## src/hw/cpd_pkg.sv

```systemverilog
// Constants and types for the first operation word decoder
package cpd_pkg;

  // ------------------------------------------------------------------
  // Word layout
  // ------------------------------------------------------------------
  localparam int unsigned WORD_W = 16;

  // ------------------------------------------------------------------
  // Group codes, bits 15..12
  // ------------------------------------------------------------------
  localparam logic [3:0] GRP_BIT_IMM   = 4'h0;
  localparam logic [3:0] GRP_MOVE_B    = 4'h1;
  localparam logic [3:0] GRP_MOVE_L    = 4'h2;
  localparam logic [3:0] GRP_MOVE_W    = 4'h3;
  localparam logic [3:0] GRP_MISC      = 4'h4;
  localparam logic [3:0] GRP_QUICK     = 4'h5;
  localparam logic [3:0] GRP_BRANCH    = 4'h6;
  localparam logic [3:0] GRP_QLOAD     = 4'h7;
  localparam logic [3:0] GRP_OR_DIV    = 4'h8;
  localparam logic [3:0] GRP_SUB       = 4'h9;
  localparam logic [3:0] GRP_FREE_A    = 4'ha;
  localparam logic [3:0] GRP_CMP_XOR   = 4'hb;
  localparam logic [3:0] GRP_AND_MUL   = 4'hc;
  localparam logic [3:0] GRP_ADD       = 4'hd;
  localparam logic [3:0] GRP_SHIFT     = 4'he;
  localparam logic [3:0] GRP_FREE_F    = 4'hf;

  // ------------------------------------------------------------------
  // Size codes on the output
  // ------------------------------------------------------------------
  localparam logic [1:0] SZ_BYTE = 2'h0;
  localparam logic [1:0] SZ_WORD = 2'h1;
  localparam logic [1:0] SZ_LONG = 2'h2;
  localparam logic [1:0] SZ_NONE = 2'h3;

  // ------------------------------------------------------------------
  // Fixed patterns
  // ------------------------------------------------------------------
  localparam logic [3:0] COND_SUBROUTINE = 4'h1;
  localparam logic [2:0] MODE_ADDR_REG   = 3'h1;
  localparam logic [2:0] MODE_DATA_REG   = 3'h0;
  localparam logic [3:0] STATIC_BIT_SEL  = 4'h8;
  localparam logic [5:0] EXCH_DATA_PAT   = 6'h28;
  localparam logic [5:0] EXCH_ADDR_PAT   = 6'h29;
  localparam logic [5:0] EXCH_MIXED_PAT  = 6'h31;

  // ------------------------------------------------------------------
  // Decoded operation
  // ------------------------------------------------------------------
  typedef enum logic [6:0] {
    OP_ILLEGAL, OP_BIT_DYNAMIC, OP_BIT_STATIC, OP_PERIPH_MOVE,
    OP_IMM_OR, OP_IMM_AND, OP_IMM_SUB, OP_IMM_ADD, OP_IMM_XOR, OP_IMM_CMP,
    OP_MOVE, OP_NEG_EXTEND, OP_CLEAR, OP_NEGATE, OP_COMPLEMENT, OP_TEST,
    OP_FROM_STATUS, OP_TO_CODES, OP_TO_STATUS, OP_TEST_SET,
    OP_DEC_NEG, OP_PUSH_ADDR, OP_SWAP_HALVES, OP_SIGN_EXT_W, OP_SIGN_EXT_L,
    OP_LIST_MOVE, OP_RESET_EXT, OP_NO_OP, OP_STOP, OP_RETURN_EXC,
    OP_RETURN_SUB, OP_TRAP_OVF, OP_RETURN_CODES, OP_TRAP, OP_LINK,
    OP_UNLINK, OP_STACK_MOVE, OP_JUMP_SUB, OP_JUMP, OP_CHECK, OP_LOAD_ADDR,
    OP_ADD_QUICK, OP_SUB_QUICK, OP_COND_SET, OP_DEC_BRANCH,
    OP_COND_BRANCH, OP_BRANCH_SUB, OP_QUICK_LOAD,
    OP_OR, OP_DIV_UNSIGNED, OP_DIV_SIGNED, OP_DEC_SUB,
    OP_SUB, OP_SUB_EXT, OP_CMP, OP_MEM_COMPARE, OP_XOR,
    OP_AND, OP_MUL_UNSIGNED, OP_MUL_SIGNED, OP_DEC_ADD,
    OP_EXCH_DATA, OP_EXCH_ADDR, OP_EXCH_MIXED,
    OP_ADD, OP_ADD_EXT, OP_SHIFT
  } cpd_op_t;

endpackage : cpd_pkg

```

## src/hw/cpd_word_if.sv

```systemverilog
// Carrier of the held operation word between the decoder's modules
`timescale 1ns/1ps
interface cpd_word_if;
  logic [15:0] word;
  logic        valid;

  modport holder (output word, output valid);
  modport user   (input  word, input  valid);
endinterface : cpd_word_if

```

## src/hw/cpd_word_reg.sv

```systemverilog
// Decode register holding the operation word under decode
`timescale 1ns/1ps
module cpd_word_reg (
  // Clock and reset
  input  wire logic        clk_i,
  input  wire logic        rst_i,
  // Word from the prefetch stage
  input  wire logic [15:0] word_i,
  input  wire logic        load_i,
  // Held word
  cpd_word_if.holder       held
);

  // ------------------------------------------------------------------
  // Word held until the next load, so fields stay stable
  // ------------------------------------------------------------------
  always_ff @(posedge clk_i) begin
    if (rst_i) begin
      held.word  <= 16'h0000;
      held.valid <= 1'b0;
    end else begin
      held.valid <= load_i;
      if (load_i) begin
        held.word <= word_i;
      end
    end
  end

endmodule : cpd_word_reg

```

## src/hw/cpd_decoder.sv

```systemverilog
// First operation word decoder: classification and field extraction
`timescale 1ns/1ps
module cpd_decoder #(
  parameter int unsigned WORD_W = cpd_pkg::WORD_W
) (
  // Clock and reset
  input  wire logic        REF_CLK_I,
  input  wire logic        RESET_I,
  // Word from the prefetch stage
  input  wire logic [15:0] WORD_I,
  input  wire logic        LOAD_I,
  // Decoded result
  output logic             VALID_O,
  output logic             ILLEGAL_O,
  output logic [3:0]       GROUP_O,
  output logic [6:0]       OP_O,
  output logic [1:0]       SIZE_O,
  // Extracted fields
  output logic [2:0]       REG_HI_O,
  output logic [2:0]       REG_LO_O,
  output logic [2:0]       DST_MODE_O,
  output logic [2:0]       SRC_MODE_O,
  output logic [3:0]       COND_O,
  output logic [7:0]       DISP_O,
  output logic [7:0]       QUICK_O,
  output logic [3:0]       VECTOR_O,
  output logic [1:0]       KIND_O,
  output logic             DIR_O,
  output logic             MEM_FORM_O
);

  // ------------------------------------------------------------------
  // Elaboration check
  // ------------------------------------------------------------------
  if (WORD_W != 16) begin : g_bad_width
    $error("Only a 16-bit operation word can be decoded");
  end

  // ------------------------------------------------------------------
  // Decode register
  // ------------------------------------------------------------------
  cpd_word_if held_if ();

  cpd_word_reg u_word_reg (
    .clk_i  (REF_CLK_I),
    .rst_i  (RESET_I),
    .word_i (WORD_I),
    .load_i (LOAD_I),
    .held   (held_if.holder)
  );

  logic [15:0] w;
  logic        hv;
  logic [3:0]  grp;
  logic [2:0]  opm;
  logic [1:0]  szf;
  assign w   = held_if.word;
  assign hv  = held_if.valid;
  assign grp = w[15:12];
  assign opm = w[8:6];
  assign szf = w[7:6];

  // ------------------------------------------------------------------
  // Size helpers
  // ------------------------------------------------------------------
  function automatic logic [1:0] opmode_size(input logic [2:0] m);
    unique case (m[1:0])
      2'h0:    opmode_size = cpd_pkg::SZ_BYTE;
      2'h1:    opmode_size = cpd_pkg::SZ_WORD;
      2'h2:    opmode_size = cpd_pkg::SZ_LONG;
      default: opmode_size = m[2] ? cpd_pkg::SZ_LONG : cpd_pkg::SZ_WORD;
    endcase
  endfunction : opmode_size

  function automatic logic [1:0] flag_size(input logic f);
    flag_size = f ? cpd_pkg::SZ_LONG : cpd_pkg::SZ_WORD;
  endfunction : flag_size

  // ------------------------------------------------------------------
  // Operation classification
  // ------------------------------------------------------------------
  function automatic cpd_pkg::cpd_op_t classify(input logic [15:0] x);
    cpd_pkg::cpd_op_t op;
    logic             sz11;
    logic             ar_form;
    op      = cpd_pkg::OP_ILLEGAL;
    sz11    = (x[7:6] == 2'h3);
    ar_form = (x[5:3] == cpd_pkg::MODE_ADDR_REG);
    unique case (x[15:12])
      cpd_pkg::GRP_BIT_IMM: begin
        if (x[8] && ar_form) begin
          op = cpd_pkg::OP_PERIPH_MOVE;
        end else if (x[8]) begin
          op = cpd_pkg::OP_BIT_DYNAMIC;
        end else if (x[11:8] == cpd_pkg::STATIC_BIT_SEL) begin
          op = cpd_pkg::OP_BIT_STATIC;
        end else if (!sz11) begin
          unique case (x[11:8])
            4'h0:    op = cpd_pkg::OP_IMM_OR;
            4'h2:    op = cpd_pkg::OP_IMM_AND;
            4'h4:    op = cpd_pkg::OP_IMM_SUB;
            4'h6:    op = cpd_pkg::OP_IMM_ADD;
            4'ha:    op = cpd_pkg::OP_IMM_XOR;
            4'hc:    op = cpd_pkg::OP_IMM_CMP;
            default: op = cpd_pkg::OP_ILLEGAL;
          endcase
        end
      end
      cpd_pkg::GRP_MOVE_B, cpd_pkg::GRP_MOVE_L, cpd_pkg::GRP_MOVE_W: begin
        op = cpd_pkg::OP_MOVE;
      end
      cpd_pkg::GRP_MISC: begin
        if (x[8]) begin
          if (x[7:6] == 2'h2) op = cpd_pkg::OP_CHECK;
          if (x[7:6] == 2'h3) op = cpd_pkg::OP_LOAD_ADDR;
        end else begin
          unique case (x[11:9])
            3'h0: op = sz11 ? cpd_pkg::OP_FROM_STATUS
                            : cpd_pkg::OP_NEG_EXTEND;
            3'h1: op = sz11 ? cpd_pkg::OP_ILLEGAL : cpd_pkg::OP_CLEAR;
            3'h2: op = sz11 ? cpd_pkg::OP_TO_CODES : cpd_pkg::OP_NEGATE;
            3'h3: op = sz11 ? cpd_pkg::OP_TO_STATUS
                            : cpd_pkg::OP_COMPLEMENT;
            3'h5: op = sz11 ? cpd_pkg::OP_TEST_SET : cpd_pkg::OP_TEST;
            3'h4: begin
              if (x[7:6] == 2'h0) begin
                op = cpd_pkg::OP_DEC_NEG;
              end else if (x[7:6] == 2'h1) begin
                op = (x[5:3] == cpd_pkg::MODE_DATA_REG)
                   ? cpd_pkg::OP_SWAP_HALVES : cpd_pkg::OP_PUSH_ADDR;
              end else if (x[5:3] == cpd_pkg::MODE_DATA_REG) begin
                op = x[6] ? cpd_pkg::OP_SIGN_EXT_L : cpd_pkg::OP_SIGN_EXT_W;
              end else begin
                op = cpd_pkg::OP_LIST_MOVE;
              end
            end
            3'h6: begin
              if (x[7]) op = cpd_pkg::OP_LIST_MOVE;
            end
            default: begin
              unique case (x[7:6])
                2'h2: op = cpd_pkg::OP_JUMP_SUB;
                2'h3: op = cpd_pkg::OP_JUMP;
                2'h1: begin
                  unique case (x[5:4])
                    2'h0: op = cpd_pkg::OP_TRAP;
                    2'h1: op = x[3] ? cpd_pkg::OP_UNLINK : cpd_pkg::OP_LINK;
                    2'h2: op = cpd_pkg::OP_STACK_MOVE;
                    default: begin
                      if (!x[3]) begin
                        unique case (x[2:0])
                          3'h0:    op = cpd_pkg::OP_RESET_EXT;
                          3'h1:    op = cpd_pkg::OP_NO_OP;
                          3'h2:    op = cpd_pkg::OP_STOP;
                          3'h3:    op = cpd_pkg::OP_RETURN_EXC;
                          3'h5:    op = cpd_pkg::OP_RETURN_SUB;
                          3'h6:    op = cpd_pkg::OP_TRAP_OVF;
                          3'h7:    op = cpd_pkg::OP_RETURN_CODES;
                          default: op = cpd_pkg::OP_ILLEGAL;
                        endcase
                      end
                    end
                  endcase
                end
                default: op = cpd_pkg::OP_ILLEGAL;
              endcase
            end
          endcase
        end
      end
      cpd_pkg::GRP_QUICK: begin
        if (sz11) begin
          op = ar_form ? cpd_pkg::OP_DEC_BRANCH : cpd_pkg::OP_COND_SET;
        end else begin
          op = x[8] ? cpd_pkg::OP_SUB_QUICK : cpd_pkg::OP_ADD_QUICK;
        end
      end
      cpd_pkg::GRP_BRANCH: begin
        op = (x[11:8] == cpd_pkg::COND_SUBROUTINE)
           ? cpd_pkg::OP_BRANCH_SUB : cpd_pkg::OP_COND_BRANCH;
      end
      cpd_pkg::GRP_QLOAD: begin
        if (!x[8]) op = cpd_pkg::OP_QUICK_LOAD;
      end
      cpd_pkg::GRP_OR_DIV, cpd_pkg::GRP_AND_MUL: begin
        if (x[7:6] == 2'h3) begin
          if (x[15:12] == cpd_pkg::GRP_OR_DIV) begin
            op = x[8] ? cpd_pkg::OP_DIV_SIGNED : cpd_pkg::OP_DIV_UNSIGNED;
          end else begin
            op = x[8] ? cpd_pkg::OP_MUL_SIGNED : cpd_pkg::OP_MUL_UNSIGNED;
          end
        end else if (x[8:4] == 5'h10) begin
          op = (x[15:12] == cpd_pkg::GRP_OR_DIV)
             ? cpd_pkg::OP_DEC_SUB : cpd_pkg::OP_DEC_ADD;
        end else if (x[15:12] == cpd_pkg::GRP_AND_MUL &&
                     x[8:3] == cpd_pkg::EXCH_DATA_PAT) begin
          op = cpd_pkg::OP_EXCH_DATA;
        end else if (x[15:12] == cpd_pkg::GRP_AND_MUL &&
                     x[8:3] == cpd_pkg::EXCH_ADDR_PAT) begin
          op = cpd_pkg::OP_EXCH_ADDR;
        end else if (x[15:12] == cpd_pkg::GRP_AND_MUL &&
                     x[8:3] == cpd_pkg::EXCH_MIXED_PAT) begin
          op = cpd_pkg::OP_EXCH_MIXED;
        end else begin
          op = (x[15:12] == cpd_pkg::GRP_OR_DIV)
             ? cpd_pkg::OP_OR : cpd_pkg::OP_AND;
        end
      end
      cpd_pkg::GRP_SUB, cpd_pkg::GRP_ADD: begin
        if (x[8] && !sz11 && x[5:4] == 2'h0) begin
          op = (x[15:12] == cpd_pkg::GRP_SUB)
             ? cpd_pkg::OP_SUB_EXT : cpd_pkg::OP_ADD_EXT;
        end else begin
          op = (x[15:12] == cpd_pkg::GRP_SUB)
             ? cpd_pkg::OP_SUB : cpd_pkg::OP_ADD;
        end
      end
      cpd_pkg::GRP_CMP_XOR: begin
        if (!x[8] || sz11) begin
          op = cpd_pkg::OP_CMP;
        end else begin
          op = ar_form ? cpd_pkg::OP_MEM_COMPARE : cpd_pkg::OP_XOR;
        end
      end
      cpd_pkg::GRP_SHIFT: begin
        if (!sz11 || !x[11]) op = cpd_pkg::OP_SHIFT;
      end
      default: op = cpd_pkg::OP_ILLEGAL;
    endcase
    classify = op;
  endfunction : classify

  // ------------------------------------------------------------------
  // Field selection
  // ------------------------------------------------------------------
  cpd_pkg::cpd_op_t next_op;
  logic [1:0]       next_size;
  logic [1:0]       next_kind;
  logic [7:0]       next_quick;
  logic             next_dir;
  logic             next_mem_form;
  logic             is_move;
  logic             is_opmode;
  logic             is_sizefield;

  assign next_op   = classify(w);
  assign is_move   = (next_op == cpd_pkg::OP_MOVE);
  assign is_opmode = next_op inside {cpd_pkg::OP_OR, cpd_pkg::OP_AND,
                                     cpd_pkg::OP_SUB, cpd_pkg::OP_ADD,
                                     cpd_pkg::OP_CMP};
  assign is_sizefield = next_op inside {
    cpd_pkg::OP_IMM_OR, cpd_pkg::OP_IMM_AND, cpd_pkg::OP_IMM_SUB,
    cpd_pkg::OP_IMM_ADD, cpd_pkg::OP_IMM_XOR, cpd_pkg::OP_IMM_CMP,
    cpd_pkg::OP_NEG_EXTEND, cpd_pkg::OP_CLEAR, cpd_pkg::OP_NEGATE,
    cpd_pkg::OP_COMPLEMENT, cpd_pkg::OP_TEST, cpd_pkg::OP_ADD_QUICK,
    cpd_pkg::OP_SUB_QUICK, cpd_pkg::OP_SUB_EXT, cpd_pkg::OP_ADD_EXT,
    cpd_pkg::OP_MEM_COMPARE, cpd_pkg::OP_XOR, cpd_pkg::OP_SHIFT};

  // Move groups use their own size coding, so they are mapped apart
  assign next_size =
      is_move ? ((grp == cpd_pkg::GRP_MOVE_B) ? cpd_pkg::SZ_BYTE :
                 (grp == cpd_pkg::GRP_MOVE_L) ? cpd_pkg::SZ_LONG :
                 cpd_pkg::SZ_WORD) :
      (next_op == cpd_pkg::OP_LIST_MOVE) ? flag_size(w[6]) :
      (next_op == cpd_pkg::OP_PERIPH_MOVE) ? flag_size(w[6]) :
      (next_op inside {cpd_pkg::OP_SIGN_EXT_W, cpd_pkg::OP_SIGN_EXT_L}) ?
        flag_size(w[6]) :
      is_opmode ? opmode_size(opm) :
      (is_sizefield && szf != 2'h3) ? szf :
      cpd_pkg::SZ_NONE;

  // Memory shifts carry their type in bits 10..9
  assign next_kind =
      (next_op inside {cpd_pkg::OP_BIT_DYNAMIC, cpd_pkg::OP_BIT_STATIC}) ?
        w[7:6] :
      (next_op == cpd_pkg::OP_SHIFT) ?
        ((szf == 2'h3) ? w[10:9] : w[4:3]) :
      2'h0;

  assign next_quick =
      (next_op == cpd_pkg::OP_QUICK_LOAD) ? w[7:0] :
      (next_op inside {cpd_pkg::OP_ADD_QUICK, cpd_pkg::OP_SUB_QUICK}) ?
        {5'h00, w[11:9]} :
      8'h00;

  assign next_dir =
      (next_op == cpd_pkg::OP_LIST_MOVE)   ? w[10] :
      (next_op == cpd_pkg::OP_SHIFT)       ? w[8]  :
      (next_op == cpd_pkg::OP_STACK_MOVE)  ? w[3]  :
      (next_op == cpd_pkg::OP_PERIPH_MOVE) ? w[7]  :
      is_opmode                            ? w[8]  :
      1'b0;

  assign next_mem_form = (next_op inside {cpd_pkg::OP_DEC_ADD,
                          cpd_pkg::OP_DEC_SUB, cpd_pkg::OP_SUB_EXT,
                          cpd_pkg::OP_ADD_EXT}) ? w[3] : 1'b0;

  // ------------------------------------------------------------------
  // Output stage, one clock after the word is held
  // ------------------------------------------------------------------
  always_ff @(posedge REF_CLK_I) begin
    if (RESET_I) begin
      VALID_O    <= 1'b0;
      ILLEGAL_O  <= 1'b0;
      OP_O       <= 7'h00;
      SIZE_O     <= cpd_pkg::SZ_NONE;
      KIND_O     <= 2'h0;
      QUICK_O    <= 8'h00;
      DIR_O      <= 1'b0;
      MEM_FORM_O <= 1'b0;
    end else begin
      VALID_O    <= hv;
      ILLEGAL_O  <= (next_op == cpd_pkg::OP_ILLEGAL);
      OP_O       <= next_op;
      SIZE_O     <= next_size;
      KIND_O     <= next_kind;
      QUICK_O    <= next_quick;
      DIR_O      <= next_dir;
      MEM_FORM_O <= next_mem_form;
    end
  end

  // Raw fields need no reset value beyond the held word's
  always_ff @(posedge REF_CLK_I) begin
    GROUP_O    <= grp;
    REG_HI_O   <= w[11:9];
    DST_MODE_O <= w[8:6];
    SRC_MODE_O <= w[5:3];
    REG_LO_O   <= w[2:0];
    COND_O     <= w[11:8];
    DISP_O     <= w[7:0];
    VECTOR_O   <= w[3:0];
  end

  // ------------------------------------------------------------------
  // Checks
  // ------------------------------------------------------------------
  logic [15:0] chk_word;
  always_ff @(posedge REF_CLK_I) begin
    chk_word <= w;
  end
endmodule : cpd_decoder

```

## config.mk

```make
export PLATFORM = sky130hd
export DESIGN_NAME = cpd_decoder
export DESIGN_NICKNAME = d
export VERILOG_FILES = /design/src/hw/cpd_pkg.sv /design/src/hw/cpd_word_if.sv /design/src/hw/cpd_word_reg.sv /design/src/hw/cpd_decoder.sv
export SDC_FILE = /design/constraint.sdc
export NUM_CORES = 1
export LEC_CHECK = 0
export ABC_CLOCK_PERIOD_IN_PS = 3100
export BUFFER_PORTS_ARGS = -buffer_cell sky130_fd_sc_hd__buf_4
export CORE_ASPECT_RATIO = 1.75
export CORE_UTILIZATION = 25
export CTS_CLUSTER_SIZE = 28
export DETAILED_ROUTE_END_ITERATION = 6
export MAX_ROUTING_LAYER = met4
export PLACE_DENSITY = 0.44
export SLEW_MARGIN = 10
export SYNTH_ARGS = -nofsm -noshare
export SYNTH_HDL_FRONTEND = slang
export SYNTH_SLANG_ARGS = --single-unit
```

## constraint.sdc

```tcl
create_clock -name REF_CLK_I -period 3.1 [get_ports REF_CLK_I]
set_clock_uncertainty 0.05 [all_clocks]
set_input_delay 0.31 -clock REF_CLK_I [delete_from_list [all_inputs] [get_ports REF_CLK_I]]
set_output_delay 0.31 -clock REF_CLK_I [all_outputs]
set_load 0.005 [all_outputs]
```

## After elaboration in Yosys (flattened, before gate mapping)

Cells that the tools add are included.
W data, S select, Z words.

- Bits in registers: 72
- Bits of input ports: 19
- Output and inout bits: 55
- Logic and storage cells: 194

- Equal/unequal tests: 77
- Muxes and demuxes: 68
- Bitwise operators: 1
- Reduce and logical (&&, ||, !) cells: 30

Operator list:

| cell | count |
|---|---|
| $eq A7 B6 Y1 const B | 13 |
| $pmux W6 S7 | 2 |
| $mux W4 | 18 |
| $pmux W7 S10 | 1 |
| $eq A7 B4 Y1 const B | 8 |
| $mux W7 | 7 |
| $eq A4 B4 Y1 const B | 9 |
| $pmux W6 S3 | 2 |
| $mux W2 | 17 |
| $eq A7 B3 Y1 const B | 4 |
| $mux W5 | 5 |
| $eq A4 B3 Y1 const B | 6 |
| $pmux W4 S6 | 1 |
| $eq A7 B5 Y1 const B | 3 |
| $eq A7 B7 Y1 const B | 3 |
| $eq A3 B3 Y1 const B | 6 |
| $eq A6 B6 Y1 const B | 3 |
| $mux W6 | 3 |
| $reduce_bool A18 Y1 | 1 |
| $eq A7 B2 Y1 const B | 2 |
| $eq A3 B2 Y1 const B | 4 |
| $eq A4 B2 Y1 const B | 3 |
| $eq A3 B1 Y1 const B | 3 |
| $logic_not A3 Y1 | 3 |
| other kinds (22) | 49 |

## Longest topological paths before layout

Gate-level depths: netlist of run 1.

- Depth in word-level cells: 17
- Depth in mapped cells: 12
- Depth with buffers taken out: 9

## Cells and area by module

Synthesis of run 1 repeated with hierarchy kept, for this count alone.

- Cells, all modules: 388
- Area total of the unflattened synthesis: 3268.1 µm²

Modules (own cells, without submodules):

| module | times used | cells an instance | area an instance (µm²) | sequential area each (µm²) |
|---|---|---|---|---|
| cpd_decoder | 1 | 334 | 2660.1 | 780.7 |
| cpd_word_reg | 1 | 54 | 608.1 | 340.3 |

## Least setup slack after synthesis of run 1

Ideal clock, no wire load.

- Path type: register -> register
- Start: register u_word_reg.held.word[12]
- End: register SIZE_O[1]
- Setup time: 125 ps
- Arrival: 2412 ps
- Required time: 2925 ps
- Slack: 513 ps
- Stages on the path, launching flop included: 10
- Buffers on the path: 0
- Clock period less this slack: 2587 ps
- Cell sequence: dfxtp_1 > nor4b_4 > ha_1 > a21oi_1 > a2111oi_2 > nand2_1 > nor4b_1 > nor2_1 > o211ai_1 > o211ai_2

- Cells in the longest elaborated chain, start to end: 17
- Elaborated cells between the ends (all ways): 72
- Those cells by class: eq/ne: 41; mux: 20; reduce/logical: 11

RTL lines:

| what | RTL line | RTL |
|---|---|---|
| start: declaration | cpd_word_if.sv:7 | `modport holder (output word, output valid);` |
| start signal: assignment | cpd_word_reg.sv:24 | `held.word <= word_i;` |
| $eq A4 B4 Y1, on equally long branches | - |  |
| $mux W4 / $logic_and A1 B1 Y1 (equally long branches) | cpd_decoder.sv:206, cpd_decoder.sv:201 |  |
| $mux W4 | cpd_decoder.sv:201 | `end else if (x[15:12] == cpd_pkg::GRP_AND_MUL &&` |
| $mux W4 | cpd_decoder.sv:198 | `end else if (x[15:12] == cpd_pkg::GRP_AND_MUL &&` |
| $mux W4 | cpd_decoder.sv:195 | `end else if (x[15:12] == cpd_pkg::GRP_AND_MUL &&` |
| $mux W4 | cpd_decoder.sv:192 | `end else if (x[8:4] == 5'h10) begin` |
| $mux W7 | cpd_decoder.sv:186 | `if (x[7:6] == 2'h3) begin` |
| $pmux W7 S10 | cpd_decoder.sv:89 | `unique case (x[15:12])` |
| $eq A7 B3 Y1, or another cell as far along | cpd_decoder.sv:251 | `assign is_sizefield = next_op inside {` |
| $reduce_bool A18 Y1 | cpd_decoder.sv:251 |  |
| $logic_and A1 B1 Y1 | cpd_decoder.sv:269 | `(is_sizefield && szf != 2'h3) ? szf :` |
| $mux W2 | cpd_decoder.sv:269 |  |
| $mux W2 | cpd_decoder.sv:268 | `is_opmode ? opmode_size(opm) :` |
| $mux W2 | cpd_decoder.sv:266 | `(next_op inside {cpd_pkg::OP_SIGN_EXT_W, cpd_pkg::OP_SIGN_EXT_L}) ?` |
| $mux W2 | cpd_decoder.sv:265 | `(next_op == cpd_pkg::OP_PERIPH_MOVE) ? flag_size(w[6]) :` |
| $mux W2 | cpd_decoder.sv:264 | `(next_op == cpd_pkg::OP_LIST_MOVE) ? flag_size(w[6]) :` |
| $mux W2 (*) | cpd_decoder.sv:261 | `is_move ? ((grp == cpd_pkg::GRP_MOVE_B) ? cpd_pkg::SZ_BYTE :` |
| end signal: assignment | cpd_decoder.sv:306 | `SIZE_O <= cpd_pkg::SZ_NONE;` |
| end signal: assignment | cpd_decoder.sv:315 | `SIZE_O <= next_size;` |
| end: declaration | cpd_decoder.sv:17 | `output logic [1:0] SIZE_O,` |

Every way passes the cells marked *; elsewhere a longest branch is shown, timed or not.
A chain may end at the register's enable or synchronous reset.

## Worst setup path in the final report of run 1

Ends and elaborated chain as after synthesis.

==> flow_summary.html, run 1 <==
<table>
<tr><th>Metric</th><th>Value</th></tr>
<tr><th colspan="2">Clock network</th></tr>
<tr><td>Post-CTS setup repair buffer count</td><td>0</td></tr>
<tr><td>Number of levels the H-tree was split into</td><td>2</td></tr>
<tr><td>Maximum root-to-sink buffer count</td><td>2</td></tr>
<tr><td>Post-CTS clock slew at the launch and capture registers of the worst setup and hold paths</td><td>0.08 ns</td></tr>
<tr><td>Clock tree from TritonCTS</td><td>yes</td></tr>
<tr><td>Clock insertion delay at the later pin of the skew report</td><td>0.30 ns</td></tr>
<tr><td>Num Clock Sinks</td><td>between 50 and 60</td></tr>
<tr><td>Total CTS buffers</td><td>5</td></tr>
<tr><td>Clock Tree Root</td><td>sky130_fd_sc_hd__clkbuf_16</td></tr>
<tr><th colspan="2">Timing</th></tr>
<tr><td>Normalized max-slew margin</td><td>0.541</td></tr>
<tr><td>Count of final max-slew check failures</td><td>0</td></tr>
<tr><td>Fmax achieved</td><td>343 MHz</td></tr>
<tr><td>Setup repair after global routing missed its margin</td><td>false</td></tr>
<tr><td>Final setup fails</td><td>0</td></tr>
<tr><td>Fin crit period</td><td>2.92 ns</td></tr>
<tr><td>Slew @ Worst Pin</td><td>0.678 ns</td></tr>
<tr><td>Post-route fraction of the period consumed by the critical path</td><td>0.941</td></tr>
<tr><td>Final number of hold-violating endpoints</td><td>0</td></tr>
<tr><td>Setup TNS after final layout</td><td>0 ns</td></tr>
<tr><td>Hold_ws</td><td>0.189 ns</td></tr>
<tr><th colspan="2">Critical path</th></tr>
<tr><td>Cells along the critical path</td><td>buf_12 &gt; nor4b_4 &gt; o21ai_1 &gt; or3b_1 &gt; a2bb2oi_2 &gt; or4b_1 &gt; a221oi_1 &gt; a311oi_1 &gt; a21oi_1 &gt; o211ai_2</td></tr>
<tr><td>Crit. Startpoint</td><td>u_word_reg.held.word[12]$_SDFFE_PP0P_</td></tr>
<tr><td>Highest fanout seen on the critical path</td><td>14</td></tr>
<tr><td>Required time worst endpoint</td><td>3.24 ns</td></tr>
<tr><td>Launch instance of the worst register-to-register path</td><td>u_word_reg.held.word[12]$_SDFFE_PP0P_</td></tr>
<tr><td>Classification of the worst setup path</td><td>register to register</td></tr>
<tr><td>Critical path's largest stage delay</td><td>0.45 ns</td></tr>
<tr><td>Critical Path End Type</td><td>register</td></tr>
<tr><td>Critical-path cell with the highest stage delay</td><td>sky130_fd_sc_hd__or4b_1</td></tr>
<tr><td>CP Launch Type</td><td>register</td></tr>
<tr><td>Arrival time worst endpoint</td><td>3.06 ns</td></tr>
<tr><th colspan="2">Cells and area</th></tr>
<tr><td>Final #Nets</td><td>497</td></tr>
<tr><td>Area grow syn2layout</td><td>37.0%</td></tr>
<tr><td>Most frequent standard cell in the layout excluding fill and tap cells</td><td>sky130_fd_sc_hd__buf_4</td></tr>
<tr><td>Design area</td><td>around 4500 um^2</td></tr>
<tr><td>Antenna diode count</td><td>0</td></tr>
<tr><td>Commonest cells after routing, fill and taps aside</td><td>135 x sky130_fd_sc_hd__buf_4, 55 x sky130_fd_sc_hd__dfxtp_1, 42 x sky130_fd_sc_hd__nor2_1, 20 x sky130_fd_sc_hd__nand2_1, 19 x sky130_fd_sc_hd__mux2i_1</td></tr>
<tr><td>Fraction of final layout cells with drive strength greater than 1</td><td>0.345</td></tr>
<tr><th colspan="2">Synthesis</th></tr>
<tr><td>Portion of the post-synthesis area used by sequential elements</td><td>0.344</td></tr>
<tr><td>Number of library cell types mapped by synthesis</td><td>around 80</td></tr>
<tr><td>Fraction of the mapped netlist area in adder cells</td><td>0.00384</td></tr>
<tr><td>Largest area contributor in the netlist</td><td>sky130_fd_sc_hd__dfxtp_1</td></tr>
<tr><td>Number of warning messages in the yosys log</td><td>0</td></tr>
<tr><td>EDFF count, synth</td><td>0</td></tr>
<tr><td>Area of the mapped netlist</td><td>3250 um^2</td></tr>
<tr><td>Fraction of synthesis flops using an asynchronous set or reset pin</td><td>0</td></tr>
<tr><td>Xor/xnor share of the synthesized area</td><td>0.0108</td></tr>
<tr><td>Top FF cell, synth</td><td>sky130_fd_sc_hd__dfxtp_1</td></tr>
<tr><td>Net count after synthesis</td><td>400</td></tr>
<tr><td>Synthesized-area fraction occupied by ao, oa, aoi and oai cells</td><td>0.216</td></tr>
<tr><td>Dominant combinational cell family by area after synthesis</td><td>simple AND/OR/NAND/NOR gates</td></tr>
<tr><td>Synthesized area per cell</td><td>8.56 um^2</td></tr>
<tr><td>Share of synthesized area spent on multiplexers</td><td>0.0584</td></tr>
<tr><td>Fraction of the mapped netlist area in simple logic gates</td><td>0.267</td></tr>
<tr><td>Synthesized instance count</td><td>between 300 and 400</td></tr>
<tr><td>Synth area leaders</td><td>sky130_fd_sc_hd__dfxtp_1 34%, sky130_fd_sc_hd__mux2i_1 5.8%, sky130_fd_sc_hd__nor2_1 4.8%, sky130_fd_sc_hd__buf_4 3.9%, sky130_fd_sc_hd__nor2b_1 2.9%</td></tr>
<tr><td>Count of state elements after synthesis</td><td>56</td></tr>
<tr><td>Fraction of post-synthesis cell area in the top cell type by area</td><td>0.344</td></tr>
<tr><th colspan="2">Global route</th></tr>
<tr><td>GR Util All Layers</td><td>0.177</td></tr>
<tr><td>First-pass GRT wire length</td><td>17,500 um</td></tr>
<tr><td>Vias in the first global route</td><td>3,169</td></tr>
<tr><td>Met1 global-route usage</td><td>0.180</td></tr>
<tr><td>M2 GR Usage</td><td>0.325</td></tr>
<tr><td>Largest net degree at the start of global routing</td><td>39</td></tr>
<tr><td>Met3 usage</td><td>0.0151</td></tr>
<tr><td>Gr ovfl total</td><td>0</td></tr>
<tr><td>Antenna violations before repair</td><td>0</td></tr>
<tr><td>Most congested layer reported by global routing</td><td>met2</td></tr>
<tr><th colspan="2">Floorplan</th></tr>
<tr><td>Number of primary I/O pins</td><td>74</td></tr>
<tr><td>Effective utilization at floorplan</td><td>0.259</td></tr>
<tr><td>Core outline area</td><td>12,600 um^2</td></tr>
<tr><td>Vertical extent of the die</td><td>153 um</td></tr>
<tr><td>Rows</td><td>54</td></tr>
<tr><td>Die extent in x</td><td>88.2 um</td></tr>
<tr><td>Area enclosed by the die boundary</td><td>13,500 um^2</td></tr>
<tr><th colspan="2">Drt</th></tr>
<tr><td>Drt wl/cell</td><td>17.5 um</td></tr>
<tr><td>Initial DRC Count</td><td>160</td></tr>
<tr><td>Post-detailed-route via-to-cell ratio</td><td>4.91</td></tr>
<tr><td>Number of iterations in the first detailed-routing pass</td><td>4</td></tr>
<tr><td>DRC viols</td><td>0</td></tr>
<tr><td>Final routed wirelength across all metal layers</td><td>11,300 um</td></tr>
<tr><td>Post-DRT Antenna Nets</td><td>0</td></tr>
<tr><td>Overall via count from detail_route</td><td>3,169</td></tr>
<tr><th colspan="2">Power and ir drop</th></tr>
<tr><td>Fraction of power spent switching nets</td><td>0.283</td></tr>
<tr><td>Total Power</td><td>1.94 mW</td></tr>
<tr><td>Clock share of power</td><td>0.334</td></tr>
<tr><td>Fraction of power consumed by sequential logic</td><td>0.407</td></tr>
<tr><td>Leakage dissipation</td><td>1.87 nW</td></tr>
<tr><td>Net switching power</td><td>0.550 mW</td></tr>
<tr><td>Combinational share of power</td><td>0.259</td></tr>
<tr><td>Areal power density over the cells</td><td>roughly 440 nW/um^2</td></tr>
<tr><td>Internal power</td><td>1.39 mW</td></tr>
<tr><td>Worst-case vdd ir drop</td><td>0.247 mV</td></tr>
<tr><th colspan="2">Worst hold path</th></tr>
<tr><td>Critical hold path startpoint</td><td>WORD_I[12]</td></tr>
<tr><td>Worst hold path class</td><td>input pin to register</td></tr>
<tr><th colspan="2">Placement</th></tr>
<tr><td>Half-perimeter wire length of the detailed placement result</td><td>8910 um</td></tr>
<tr><td>Routability cong.</td><td>0.897</td></tr>
<tr><td>I/O Buffers</td><td>73</td></tr>
<tr><td>Cell Area, Placed</td><td>4260 um^2</td></tr>
<tr><th colspan="2">Status</th></tr>
<tr><td>Run status</td><td>complete, no violations</td></tr>
<tr><th colspan="2">Job</th></tr>
<tr><td>Max-cap viol count</td><td>0</td></tr>
</table>
## cells by family (layout without fill, tap and decap cells)
kind of cell    after synthesis  after routing
compound gates               90             90
xor+xnor                      4              4
fa+ha+maj                     1              1
buf+inv                      57            155
flops                        56             56
mux                          19             19
simple gates                153            153
## registers in the layout, summed over array words and instances, names as in the netlist, 2 cells and up
signal                count
u_word_reg.held.word     16
QUICK_O                   8
OP_O                      7
COND_O                    4
DISP_O                    4
GROUP_O                   4
VECTOR_O                  3
KIND_O                    2
SIZE_O                    2
## routing by layer
| layer | routed length (um) | up-vias | part of all wire |
|---|---|---|---|
| met5 | 0 | - | 0 |
| met4 | 466 | 0 | 0.041 |
| met3 | 264 | 27 | 0.023 |
| met2 | 6280 | 79 | 0.56 |
| met1 | 4270 | 1510 | 0.38 |
| li1 | - | 1553 | - |
## path summary, 6_finish.rpt
kind                                                              end  slack (ns)  cells after the start
worst max-delay path                             SIZE_O[1]$_SDFF_PP1_        0.18                     10
worst min-delay path            u_word_reg.held.word[12]$_SDFFE_PP0P_        0.19                      3
worst max register to register                   SIZE_O[1]$_SDFF_PP1_        0.18                     10
worst min register to register                      DISP_O[3]$_DFF_P_        0.35                      0
## timing repair
action	CTS	global route
endpoints found under the hold margin	0	0
resized for setup	0	5
setup endpoints to repair	0	7
hold buffers	0	0
## critical path: cells and delay by family (launching register included)
kind                   cells  cell delay (ns)
flip-flops                 1             0.39
AND/OR/NAND/NOR            3             1.23
AO/OA/AOI/OAI              6             0.96
buffers and inverters      1             0.18
## power by group through the flow
stage / Clock (mW) / Sequential (mW) / Combinational (mW)
after CTS: 0.679 / 0.790 / 0.500
final: 0.649 / 0.789 / 0.503
after detailed placement: 0 / 0.807 / 0.499
after floorplan: 0 / 0.800 / 0.278
after global routing: 0.706 / 0.796 / 0.547
after global placement: 0 / 0.805 / 0.498
## area by class of cell
type	instances	area [um^2]
Tap cell	168	210
Multi-Input combinational cell	267	1840
Fill cell	1391	8110
Timing Repair Buffer	139	1090
Clock buffer	5	125
Sequential cell	56	1120
Clock inverter	3	42.5
Inverter	8	30.0
## synth_stat cells (4+ instances only)
cell type                   n
sky130_fd_sc_hd__nand2_1   20
sky130_fd_sc_hd__buf_4     17
sky130_fd_sc_hd__nand2b_1   9
sky130_fd_sc_hd__clkbuf_1  13
sky130_fd_sc_hd__nor2_1    42
sky130_fd_sc_hd__a211oi_1   5
sky130_fd_sc_hd__a22o_1     4
sky130_fd_sc_hd__buf_6      4
sky130_fd_sc_hd__nand3_1   12
sky130_fd_sc_hd__o211ai_1   4
sky130_fd_sc_hd__and2_1     5
sky130_fd_sc_hd__inv_1      8
sky130_fd_sc_hd__a31oi_1    5
sky130_fd_sc_hd__o21ai_0    9
sky130_fd_sc_hd__a21oi_1   18
sky130_fd_sc_hd__nor3_1    14
sky130_fd_sc_hd__buf_2     13
sky130_fd_sc_hd__dfxtp_1   56
sky130_fd_sc_hd__nor2b_1   15
sky130_fd_sc_hd__nor4b_1    4
sky130_fd_sc_hd__mux2i_1   19
## stage by stage
step                      std cells   util  setup WS [ns]
after floorplan                 380      -          0.513
after global placement          638  0.339          0.115
after detailed placement        638  0.339         0.0658
after CTS                       646  0.353         0.0396
after global routing            646  0.355         0.0281
final                           646  0.355          0.184
Power figures use the tool's default switching activity.
==> inputs of run 2 (changes only) <==
--- a/config.mk
+++ b/config.mk
@@ -5,14 +5,14 @@
 export SDC_FILE = /design/constraint.sdc
 export NUM_CORES = 1
 export LEC_CHECK = 0
-export ABC_CLOCK_PERIOD_IN_PS = 3100
+export ABC_CLOCK_PERIOD_IN_PS = 2660
 export BUFFER_PORTS_ARGS = -buffer_cell sky130_fd_sc_hd__buf_4
 export CORE_ASPECT_RATIO = 1.75
 export CORE_UTILIZATION = 25
 export CTS_CLUSTER_SIZE = 28
 export DETAILED_ROUTE_END_ITERATION = 6
 export MAX_ROUTING_LAYER = met4
-export PLACE_DENSITY = 0.44
+export PLACE_DENSITY = 0.46
 export SLEW_MARGIN = 10
 export SYNTH_ARGS = -nofsm -noshare
 export SYNTH_HDL_FRONTEND = slang
==> constraint.sdc (replaced) <==
create_clock -name REF_CLK_I -period 2.66 [get_ports REF_CLK_I]
set_clock_uncertainty 0.05 [all_clocks]
set_input_delay 0.266 -clock REF_CLK_I [delete_from_list [all_inputs] [get_ports REF_CLK_I]]
set_output_delay 0.266 -clock REF_CLK_I [all_outputs]
set_load 0.005 [all_outputs]
==> flow_summary.html, run 2 (synthesized netlist as in run 1, its figures left out) <==
<table>
<tr><th>Metric</th><th>Value</th></tr>
<tr><th colspan="2">Status</th></tr>
<tr><td>Run status</td><td>finished with violations (was complete, no violations)</td></tr>
<tr><td>Violated checks</td><td>setup timing</td></tr>
<tr><th colspan="2">Clock network</th></tr>
<tr><td>Maximum root-to-sink buffer count</td><td>2 (unchanged)</td></tr>
<tr><td>Clock tree from TritonCTS</td><td>yes (unchanged)</td></tr>
<tr><td>Clock insertion delay at the later pin of the skew report</td><td>0.31 ns (was 0.30 ns)</td></tr>
<tr><td># hold bufs at CTS</td><td>0 (unchanged)</td></tr>
<tr><td>Clock Tree Root</td><td>sky130_fd_sc_hd__clkbuf_16 (unchanged)</td></tr>
<tr><td>Num Clock Sinks</td><td>56 (unchanged)</td></tr>
<tr><td>Total CTS buffers</td><td>5 (unchanged)</td></tr>
<tr><td>Number of levels the H-tree was split into</td><td>2 (unchanged)</td></tr>
<tr><td>Post-CTS clock slew at the launch and capture registers of the worst setup and hold paths</td><td>0.08 ns (about the same)</td></tr>
<tr><th colspan="2">Drt</th></tr>
<tr><td>Final routed wirelength across all metal layers</td><td>12,400 um (was 11,300 um)</td></tr>
<tr><td>Drt wl/cell</td><td>17.6 um (was 17.5 um)</td></tr>
<tr><td>Number of iterations in the first detailed-routing pass</td><td>4 (unchanged)</td></tr>
<tr><td>Overall via count from detail_route</td><td>3,473 (was 3,169)</td></tr>
<tr><td>Initial DRC Count</td><td>125 (was 160)</td></tr>
<tr><td>Post-detailed-route via-to-cell ratio</td><td>4.95 (was 4.91)</td></tr>
<tr><td>Post-DRT Antenna Nets</td><td>0 (unchanged)</td></tr>
<tr><td>DRC viols</td><td>0 (unchanged)</td></tr>
<tr><th colspan="2">Timing</th></tr>
<tr><td>Least setup slack across all paths after layout</td><td>-0.204 ns (was 0.184 ns)</td></tr>
<tr><td>Setup TNS after final layout</td><td>-0.473 ns (was 0 ns)</td></tr>
<tr><td>Normalized max-slew margin</td><td>0.642 (was 0.541)</td></tr>
<tr><td>Slew @ Worst Pin</td><td>0.536 ns (was 0.678 ns)</td></tr>
<tr><td>Fin crit period</td><td>2.86 ns (was 2.92 ns)</td></tr>
<tr><td>Setup repair after global routing missed its margin</td><td>true (was false)</td></tr>
<tr><td>Count of final max-slew check failures</td><td>0 (unchanged)</td></tr>
<tr><td>Post-route fraction of the period consumed by the critical path</td><td>1.08 (was 0.941)</td></tr>
<tr><td>Fmax achieved</td><td>349 MHz (was 343 MHz)</td></tr>
<tr><td>Final setup fails</td><td>4 (was 0)</td></tr>
<tr><td>Final number of hold-violating endpoints</td><td>0 (unchanged)</td></tr>
<tr><th colspan="2">Critical path</th></tr>
<tr><td>Highest fanout seen on the critical path</td><td>4 (was 14)</td></tr>
<tr><td>Required time worst endpoint</td><td>2.81 ns (was 3.24 ns)</td></tr>
<tr><td>Critical Path End Type</td><td>register (unchanged)</td></tr>
<tr><td>Classification of the worst setup path</td><td>register to register (unchanged)</td></tr>
<tr><td>CP Launch Type</td><td>register (unchanged)</td></tr>
<tr><td>Arrival time worst endpoint</td><td>3.01 ns (was 3.06 ns)</td></tr>
<tr><th colspan="2">Cells and area</th></tr>
<tr><td>Number of fill cells in the layout</td><td>1,379 (was 1,391)</td></tr>
<tr><td>Area grow syn2layout</td><td>56.9% (was 37.0%)</td></tr>
<tr><td>Regs by FF count</td><td>u_word_reg.held.word: 16 flops, QUICK_O: 8 flops, OP_O: 7 flops (unchanged)</td></tr>
<tr><td>Final #Nets</td><td>553 (was 497)</td></tr>
<tr><td>Design area</td><td>5110 um^2 (was 4460 um^2)</td></tr>
<tr><td>Largest register FFs</td><td>16 (unchanged)</td></tr>
<tr><td>Commonest cells after routing, fill and taps aside</td><td>183 x sky130_fd_sc_hd__buf_4, 50 x sky130_fd_sc_hd__dfxtp_1, 41 x sky130_fd_sc_hd__nor2_1, 19 x sky130_fd_sc_hd__mux2i_1, 19 x sky130_fd_sc_hd__nand2_1 (was 135 x sky130_fd_sc_hd__buf_4, 55 x sky130_fd_sc_hd__dfxtp_1, 42 x sky130_fd_sc_hd__nor2_1, 20 x sky130_fd_sc_hd__nand2_1, 19 x sky130_fd_sc_hd__mux2i_1)</td></tr>
<tr><td>Register name with the most flops</td><td>u_word_reg.held.word (unchanged)</td></tr>
<tr><td>Most frequent standard cell in the layout excluding fill and tap cells</td><td>sky130_fd_sc_hd__buf_4 (unchanged)</td></tr>
<tr><td>Antenna diode count</td><td>0 (unchanged)</td></tr>
<tr><td>Fraction of final layout cells with drive strength greater than 1</td><td>0.474 (was 0.345)</td></tr>
<tr><th colspan="2">Placement</th></tr>
<tr><td>Cell Area, Placed</td><td>4540 um^2 (was 4260 um^2)</td></tr>
<tr><td>Setup Slack @ Placement</td><td>-0.332 ns (was 0.0658 ns)</td></tr>
<tr><td>I/O Buffers</td><td>73 (unchanged)</td></tr>
<tr><td>Routability cong.</td><td>0.897 (about the same)</td></tr>
<tr><td>Half-perimeter wire length of the detailed placement result</td><td>9570 um (was 8910 um)</td></tr>
<tr><th colspan="2">Power and ir drop</th></tr>
<tr><td>Leakage dissipation</td><td>2.20 nW (was 1.87 nW)</td></tr>
<tr><td>Worst-case vdd ir drop</td><td>0.271 mV (was 0.247 mV)</td></tr>
<tr><td>Areal power density over the cells</td><td>468 nW/um^2 (was 435 nW/um^2)</td></tr>
<tr><th colspan="2">Floorplan</th></tr>
<tr><td>Rows</td><td>54 (unchanged)</td></tr>
<tr><td>Area enclosed by the die boundary</td><td>13,500 um^2 (unchanged)</td></tr>
<tr><td>Vertical extent of the die</td><td>153 um (unchanged)</td></tr>
<tr><td>Effective utilization at floorplan</td><td>0.259 (unchanged)</td></tr>
<tr><td>Number of primary I/O pins</td><td>74 (unchanged)</td></tr>
<tr><td>Die extent in x</td><td>88.2 um (unchanged)</td></tr>
<tr><td>Core outline area</td><td>12,600 um^2 (unchanged)</td></tr>
<tr><th colspan="2">Worst hold path</th></tr>
<tr><td>Worst hold path class</td><td>input pin to register (unchanged)</td></tr>
<tr><th colspan="2">Global route</th></tr>
<tr><td>Antenna violations before repair</td><td>0 (unchanged)</td></tr>
<tr><td>Largest net degree at the start of global routing</td><td>39 (unchanged)</td></tr>
<tr><td>Vias in the first global route</td><td>3,576 (was 3,169)</td></tr>
<tr><td>First-pass GRT wire length</td><td>19,100 um (was 17,500 um)</td></tr>
<tr><td>Gr ovfl total</td><td>0 (unchanged)</td></tr>
<tr><td>GR Util All Layers</td><td>0.193 (was 0.177)</td></tr>
<tr><th colspan="2">Job</th></tr>
<tr><td>Max-cap viol count</td><td>0 (unchanged)</td></tr>
</table>
[run 2: changes by cell type in the layout (fill, tap and decap cells not counted), sizes merged]
cell      previous run  this run
clkbuf               5         6
clkinvlp             1         0
bufinv               1         0
buf                139       195
inv                  8         9
[run 2: worst max-delay path: stages, from the launching register on]
cell and delay (ns):
sky130_fd_sc_hd__dfxtp_4 0.36, sky130_fd_sc_hd__buf_6 0.12, sky130_fd_sc_hd__nor4b_4 0.25, sky130_fd_sc_hd__buf_4 0.19, sky130_fd_sc_hd__a211oi_1 0.05, sky130_fd_sc_hd__or3b_4 0.43, sky130_fd_sc_hd__a2bb2oi_4 0.14, sky130_fd_sc_hd__or4b_4 0.49
sky130_fd_sc_hd__a221oi_4 0.28, sky130_fd_sc_hd__a311oi_2 0.11, sky130_fd_sc_hd__a21oi_2 0.19, sky130_fd_sc_hd__o211ai_2 0.08
[run 2: cell type report]
type	count	area [um^2]	share of cell area
sequential	56	1140	0.222
timing repair buffer	195	1530	0.300
clock inverter	2	13.8	0.00269
multi-input combinational	267	2050	0.401
inverter	8	30.0	0.00588
clock buffer	6	139	0.0272
tap	168	210	0.0412
[run 2: path summary, 6_finish.rpt]
check	depth (start not counted)	slack [ns]	from	end
max	11	-0.20	u_word_reg.held.word[14]$_SDFFE_PP0P_	SIZE_O[1]$_SDFF_PP1_
min reg2reg	0	0.38	u_word_reg.held.word[0]$_SDFFE_PP0P_	VECTOR_O[0]$_DFF_P_
max reg2reg	11	-0.20	u_word_reg.held.word[14]$_SDFFE_PP0P_	SIZE_O[1]$_SDFF_PP1_
min	3	0.13	WORD_I[14]	u_word_reg.held.word[14]$_SDFFE_PP0P_
[run 2: timing repair]
item                       in CTS  in global routing
gates resized for setup        39                 23
buffers inserted               14                  3
pin swaps                      21                 14
setup endpoints to repair       9                  9
cloned                          0                  0
[run 2: per-stage QoR]
stage / utilization / power [mW] / instances / hold slack (ns)
detailed placement: 0.361 / 1.57 / 678 / 0.374
global placement: 0.361 / 1.58 / 678 / 0.366
floorplan: - / 1.26 / 380 / 0.276
CTS: 0.395 / 2.36 / 700 / 0.139
finish: 0.406 / 2.39 / 702 / 0.135
global route: 0.406 / 2.50 / 702 / 0.140
[run 2: metal layers]
layer  global-route usage  share of wire
met5                    -              0
met2                0.346           0.54
met1                0.192           0.36
met4                0.119          0.065
met3               0.0232          0.034
[run 2: power breakdown]
part	leakage, nW	switching (mW)	internal, mW
clock network	0.0772	0.332	0.378
registers	0.463	0.0363	0.884
logic	1.66	0.356	0.405
total	2.20	0.725	1.67
==> inputs of run 3 (changes only) <==
--- a/config.mk
+++ b/config.mk
@@ -5,14 +5,15 @@
 export SDC_FILE = /design/constraint.sdc
 export NUM_CORES = 1
 export LEC_CHECK = 0
-export ABC_CLOCK_PERIOD_IN_PS = 2660
+export ABC_CLOCK_PERIOD_IN_PS = 3150
 export BUFFER_PORTS_ARGS = -buffer_cell sky130_fd_sc_hd__buf_4
 export CORE_ASPECT_RATIO = 1.75
 export CORE_UTILIZATION = 25
 export CTS_CLUSTER_SIZE = 28
 export DETAILED_ROUTE_END_ITERATION = 6
 export MAX_ROUTING_LAYER = met4
-export PLACE_DENSITY = 0.46
+export PLACE_DENSITY = 0.44
+export RECOVER_POWER = 50
 export SLEW_MARGIN = 10
 export SYNTH_ARGS = -nofsm -noshare
 export SYNTH_HDL_FRONTEND = slang
==> constraint.sdc (replaced) <==
create_clock -name REF_CLK_I -period 3.15 [get_ports REF_CLK_I]
set_clock_uncertainty 0.05 [all_clocks]
set_input_delay 0.315 -clock REF_CLK_I [delete_from_list [all_inputs] [get_ports REF_CLK_I]]
set_output_delay 0.315 -clock REF_CLK_I [all_outputs]
set_load 0.005 [all_outputs]
==> flow_summary.html, run 3 (synthesized netlist as in run 1, its figures left out) <==
<table>
<tr><th>Metric</th><th>Value</th></tr>
<tr><th colspan="2">Status</th></tr>
<tr><td>Run status</td><td>complete, no violations (was finished with violations)</td></tr>
<tr><th colspan="2">Critical path</th></tr>
<tr><td>Required time worst endpoint</td><td>3.29 ns (was 2.81 ns)</td></tr>
<tr><td>CP Launch Type</td><td>register (unchanged)</td></tr>
<tr><td>Critical Path End Type</td><td>register (unchanged)</td></tr>
<tr><td>Classification of the worst setup path</td><td>register to register (unchanged)</td></tr>
<tr><td>Highest fanout seen on the critical path</td><td>12 (was 4)</td></tr>
<tr><td>Depth of the worst register-to-register path</td><td>11 (unchanged)</td></tr>
<tr><td>Arrival time worst endpoint</td><td>3.10 ns (was 3.01 ns)</td></tr>
<tr><th colspan="2">Floorplan</th></tr>
<tr><td>Rows</td><td>54 (unchanged)</td></tr>
<tr><td>Core outline area</td><td>12,600 um^2 (unchanged)</td></tr>
<tr><td>Vertical extent of the die</td><td>153 um (unchanged)</td></tr>
<tr><td>Die extent in x</td><td>88.2 um (unchanged)</td></tr>
<tr><td>Effective utilization at floorplan</td><td>0.259 (unchanged)</td></tr>
<tr><td>Area enclosed by the die boundary</td><td>13,500 um^2 (unchanged)</td></tr>
<tr><td>Number of primary I/O pins</td><td>74 (unchanged)</td></tr>
<tr><th colspan="2">Drt</th></tr>
<tr><td>Drt wl/cell</td><td>17.8 um (was 17.6 um)</td></tr>
<tr><td>Post-DRT Antenna Nets</td><td>0 (unchanged)</td></tr>
<tr><td>Final routed wirelength across all metal layers</td><td>11,300 um (was 12,400 um)</td></tr>
<tr><td>Number of iterations in the first detailed-routing pass</td><td>4 (unchanged)</td></tr>
<tr><td>Initial DRC Count</td><td>168 (was 125)</td></tr>
<tr><td>Overall via count from detail_route</td><td>3,184 (was 3,473)</td></tr>
<tr><td>Post-detailed-route via-to-cell ratio</td><td>5.00 (was 4.95)</td></tr>
<tr><td>DRC viols</td><td>0 (unchanged)</td></tr>
<tr><th colspan="2">Timing</th></tr>
<tr><td>Setup repair after global routing missed its margin</td><td>false (was true)</td></tr>
<tr><td>Fmax achieved</td><td>337 MHz (was 349 MHz)</td></tr>
<tr><td>Fin crit period</td><td>2.96 ns (was 2.86 ns)</td></tr>
<tr><td>Final setup fails</td><td>0 (was 4)</td></tr>
<tr><td>Normalized max-slew margin</td><td>0.120 (was 0.642)</td></tr>
<tr><td>Count of final max-slew check failures</td><td>0 (unchanged)</td></tr>
<tr><td>Final number of hold-violating endpoints</td><td>0 (unchanged)</td></tr>
<tr><td>Least setup slack across all paths after layout</td><td>0.186 ns (was -0.204 ns)</td></tr>
<tr><td>Post-route fraction of the period consumed by the critical path</td><td>0.941 (was 1.08)</td></tr>
<tr><td>Slew @ Worst Pin</td><td>1.32 ns (was 0.536 ns)</td></tr>
<tr><th colspan="2">Job</th></tr>
<tr><td>Max-cap viol count</td><td>0 (unchanged)</td></tr>
<tr><th colspan="2">Power and ir drop</th></tr>
<tr><td>Worst-case vdd ir drop</td><td>0.250 mV (was 0.271 mV)</td></tr>
<tr><td>Total Power</td><td>1.89 mW (was 2.39 mW)</td></tr>
<tr><td>Areal power density over the cells</td><td>434 nW/um^2 (was 468 nW/um^2)</td></tr>
<tr><td>Leakage dissipation</td><td>1.80 nW (was 2.20 nW)</td></tr>
<tr><th colspan="2">Cells and area</th></tr>
<tr><td>Area grow syn2layout</td><td>33.8% (was 56.9%)</td></tr>
<tr><td>Register name with the most flops</td><td>u_word_reg.held.word (unchanged)</td></tr>
<tr><td>Final #Nets</td><td>488 (was 553)</td></tr>
<tr><td>Area of the multi-input gates</td><td>1840 um^2 (was 2050 um^2)</td></tr>
<tr><td>Antenna diode count</td><td>0 (unchanged)</td></tr>
<tr><td>Regs by FF count</td><td>u_word_reg.held.word: 16 flops, QUICK_O: 8 flops, OP_O: 7 flops (unchanged)</td></tr>
<tr><td>Largest register FFs</td><td>16 (unchanged)</td></tr>
<tr><td>Storage element area</td><td>1130 um^2 (was 1140 um^2)</td></tr>
<tr><td>Number of fill cells in the layout</td><td>1,393 (was 1,379)</td></tr>
<tr><td>Fraction of final layout cells with drive strength greater than 1</td><td>0.350 (was 0.474)</td></tr>
<tr><td>Most frequent standard cell in the layout excluding fill and tap cells</td><td>sky130_fd_sc_hd__buf_4 (unchanged)</td></tr>
<tr><td>Commonest cells after routing, fill and taps aside</td><td>106 x sky130_fd_sc_hd__buf_4, 47 x sky130_fd_sc_hd__dfxtp_1, 42 x sky130_fd_sc_hd__nor2_1, 20 x sky130_fd_sc_hd__nand2_1, 20 x sky130_fd_sc_hd__clkbuf_4 (was 183 x sky130_fd_sc_hd__buf_4, 50 x sky130_fd_sc_hd__dfxtp_1, 41 x sky130_fd_sc_hd__nor2_1, 19 x sky130_fd_sc_hd__mux2i_1, 19 x sky130_fd_sc_hd__nand2_1)</td></tr>
<tr><th colspan="2">Clock network</th></tr>
<tr><td>Clock Tree Root</td><td>sky130_fd_sc_hd__clkbuf_16 (unchanged)</td></tr>
<tr><td>Num Clock Sinks</td><td>56 (unchanged)</td></tr>
<tr><td>Total CTS buffers</td><td>5 (unchanged)</td></tr>
<tr><td>Number of levels the H-tree was split into</td><td>2 (unchanged)</td></tr>
<tr><td>Post-CTS clock slew at the launch and capture registers of the worst setup and hold paths</td><td>0.08 ns (about the same)</td></tr>
<tr><td>Post-CTS setup repair buffer count</td><td>0 (was 14)</td></tr>
<tr><td>Maximum root-to-sink buffer count</td><td>2 (unchanged)</td></tr>
<tr><td>Clock tree from TritonCTS</td><td>yes (unchanged)</td></tr>
<tr><td>Clock insertion delay at the later pin of the skew report</td><td>0.30 ns (was 0.31 ns)</td></tr>
<tr><th colspan="2">Global route</th></tr>
<tr><td>Antenna violations before repair</td><td>0 (unchanged)</td></tr>
<tr><td>First-pass GRT wire length</td><td>17,600 um (was 19,100 um)</td></tr>
<tr><td>Vias in the first global route</td><td>3,169 (was 3,576)</td></tr>
<tr><td>Largest net degree at the start of global routing</td><td>39 (unchanged)</td></tr>
<tr><td>GR Util All Layers</td><td>0.179 (was 0.193)</td></tr>
<tr><td>Gr ovfl total</td><td>0 (unchanged)</td></tr>
<tr><th colspan="2">Worst hold path</th></tr>
<tr><td>Number of cells on the worst hold path</td><td>3 (unchanged)</td></tr>
<tr><td>Worst hold path class</td><td>input pin to register (unchanged)</td></tr>
<tr><th colspan="2">Placement</th></tr>
<tr><td>Routability cong.</td><td>0.930 (was 0.897)</td></tr>
<tr><td>Setup Slack @ Placement</td><td>-0.0152 ns (was -0.332 ns)</td></tr>
<tr><td>Half-perimeter wire length of the detailed placement result</td><td>8910 um (was 9570 um)</td></tr>
<tr><td>I/O Buffers</td><td>73 (unchanged)</td></tr>
</table>
==> run 3: changes by cell type in the layout (fill, tap and decap cells not counted), sizes merged <==
cell    delta
buf       -88
bufinv     +1
inv        -1
clkbuf    +23
==> run 3: worst paths after layout <==
kind | startpoint | endpoint | slack (ns)
max | u_word_reg.held.word[13]$_SDFFE_PP0P_ | SIZE_O[1]$_SDFF_PP1_ | 0.19
min | WORD_I[12] | u_word_reg.held.word[12]$_SDFFE_PP0P_ | 0.20
max reg2reg | u_word_reg.held.word[13]$_SDFFE_PP0P_ | SIZE_O[1]$_SDFF_PP1_ | 0.19
min reg2reg | u_word_reg.held.word[5]$_SDFFE_PP0P_ | DISP_O[5]$_DFF_P_ | 0.36
==> run 3: timing repair <==
action	4_1_cts	5_1_grt
hold endpoints to repair	0	0
setup endpoints to repair	2	7
hold buffers	0	0
pin swaps	0	0
gates resized for setup	1	14
==> run 3: stage by stage <==
step | cell area (um^2) | hold slack (ns) | instances | util | setup TNS [ns]
global route | 4360 | 0.198 | 637 | 0.347 | 0
floorplan | 3250 | 0.276 | 380 | - | 0
global placement | 4160 | 0.345 | 629 | 0.331 | -0.0781
CTS | 4330 | 0.195 | 637 | 0.344 | 0
detailed placement | 4160 | 0.351 | 629 | 0.331 | -0.0152
finish | 4360 | 0.196 | 637 | 0.347 | 0
==> run 3: final cells by class <==
| type | instances | area share |
|---|---|---|
| Clock inverter | 2 | 0.00804 |
| Timing Repair Buffer | 130 | 0.224 |
| Multi-Input combinational cell | 267 | 0.423 |
| Clock buffer | 6 | 0.0296 |
| Sequential cell | 56 | 0.260 |
| Tap cell | 168 | 0.0483 |
| Inverter | 8 | 0.00689 |
==> run 3: worst max-delay path, stage by stage (launching register included) <==
cell	delay, ns
sky130_fd_sc_hd__dfxtp_2	0.48
sky130_fd_sc_hd__buf_4	0.21
sky130_fd_sc_hd__nand4bb_1	0.19
sky130_fd_sc_hd__buf_4	0.15
sky130_fd_sc_hd__nor2_1	0.04
sky130_fd_sc_hd__o31ai_1	0.33
sky130_fd_sc_hd__o211ai_1	0.18
sky130_fd_sc_hd__or4b_1	0.51
sky130_fd_sc_hd__a221oi_1	0.32
sky130_fd_sc_hd__a311oi_2	0.09
sky130_fd_sc_hd__a21oi_1	0.20
sky130_fd_sc_hd__o211ai_2	0.09
==> run 3: power breakdown <==
part	leakage (nW)	total [mW]	internal [mW]	switching, mW
logic	1.25	0.460	0.230	0.229
clock network	0.0808	0.639	0.375	0.264
registers	0.463	0.793	0.749	0.0438
total	1.80	1.89	1.35	0.537
==> run 3: routing by layer <==
| metal | part of all wire | track usage |
|---|---|---|
| met5 | 0 | - |
| met4 | 0.064 | 0.121 |
| met3 | 0.039 | 0.0227 |
| met2 | 0.53 | 0.302 |
| met1 | 0.37 | 0.188 |
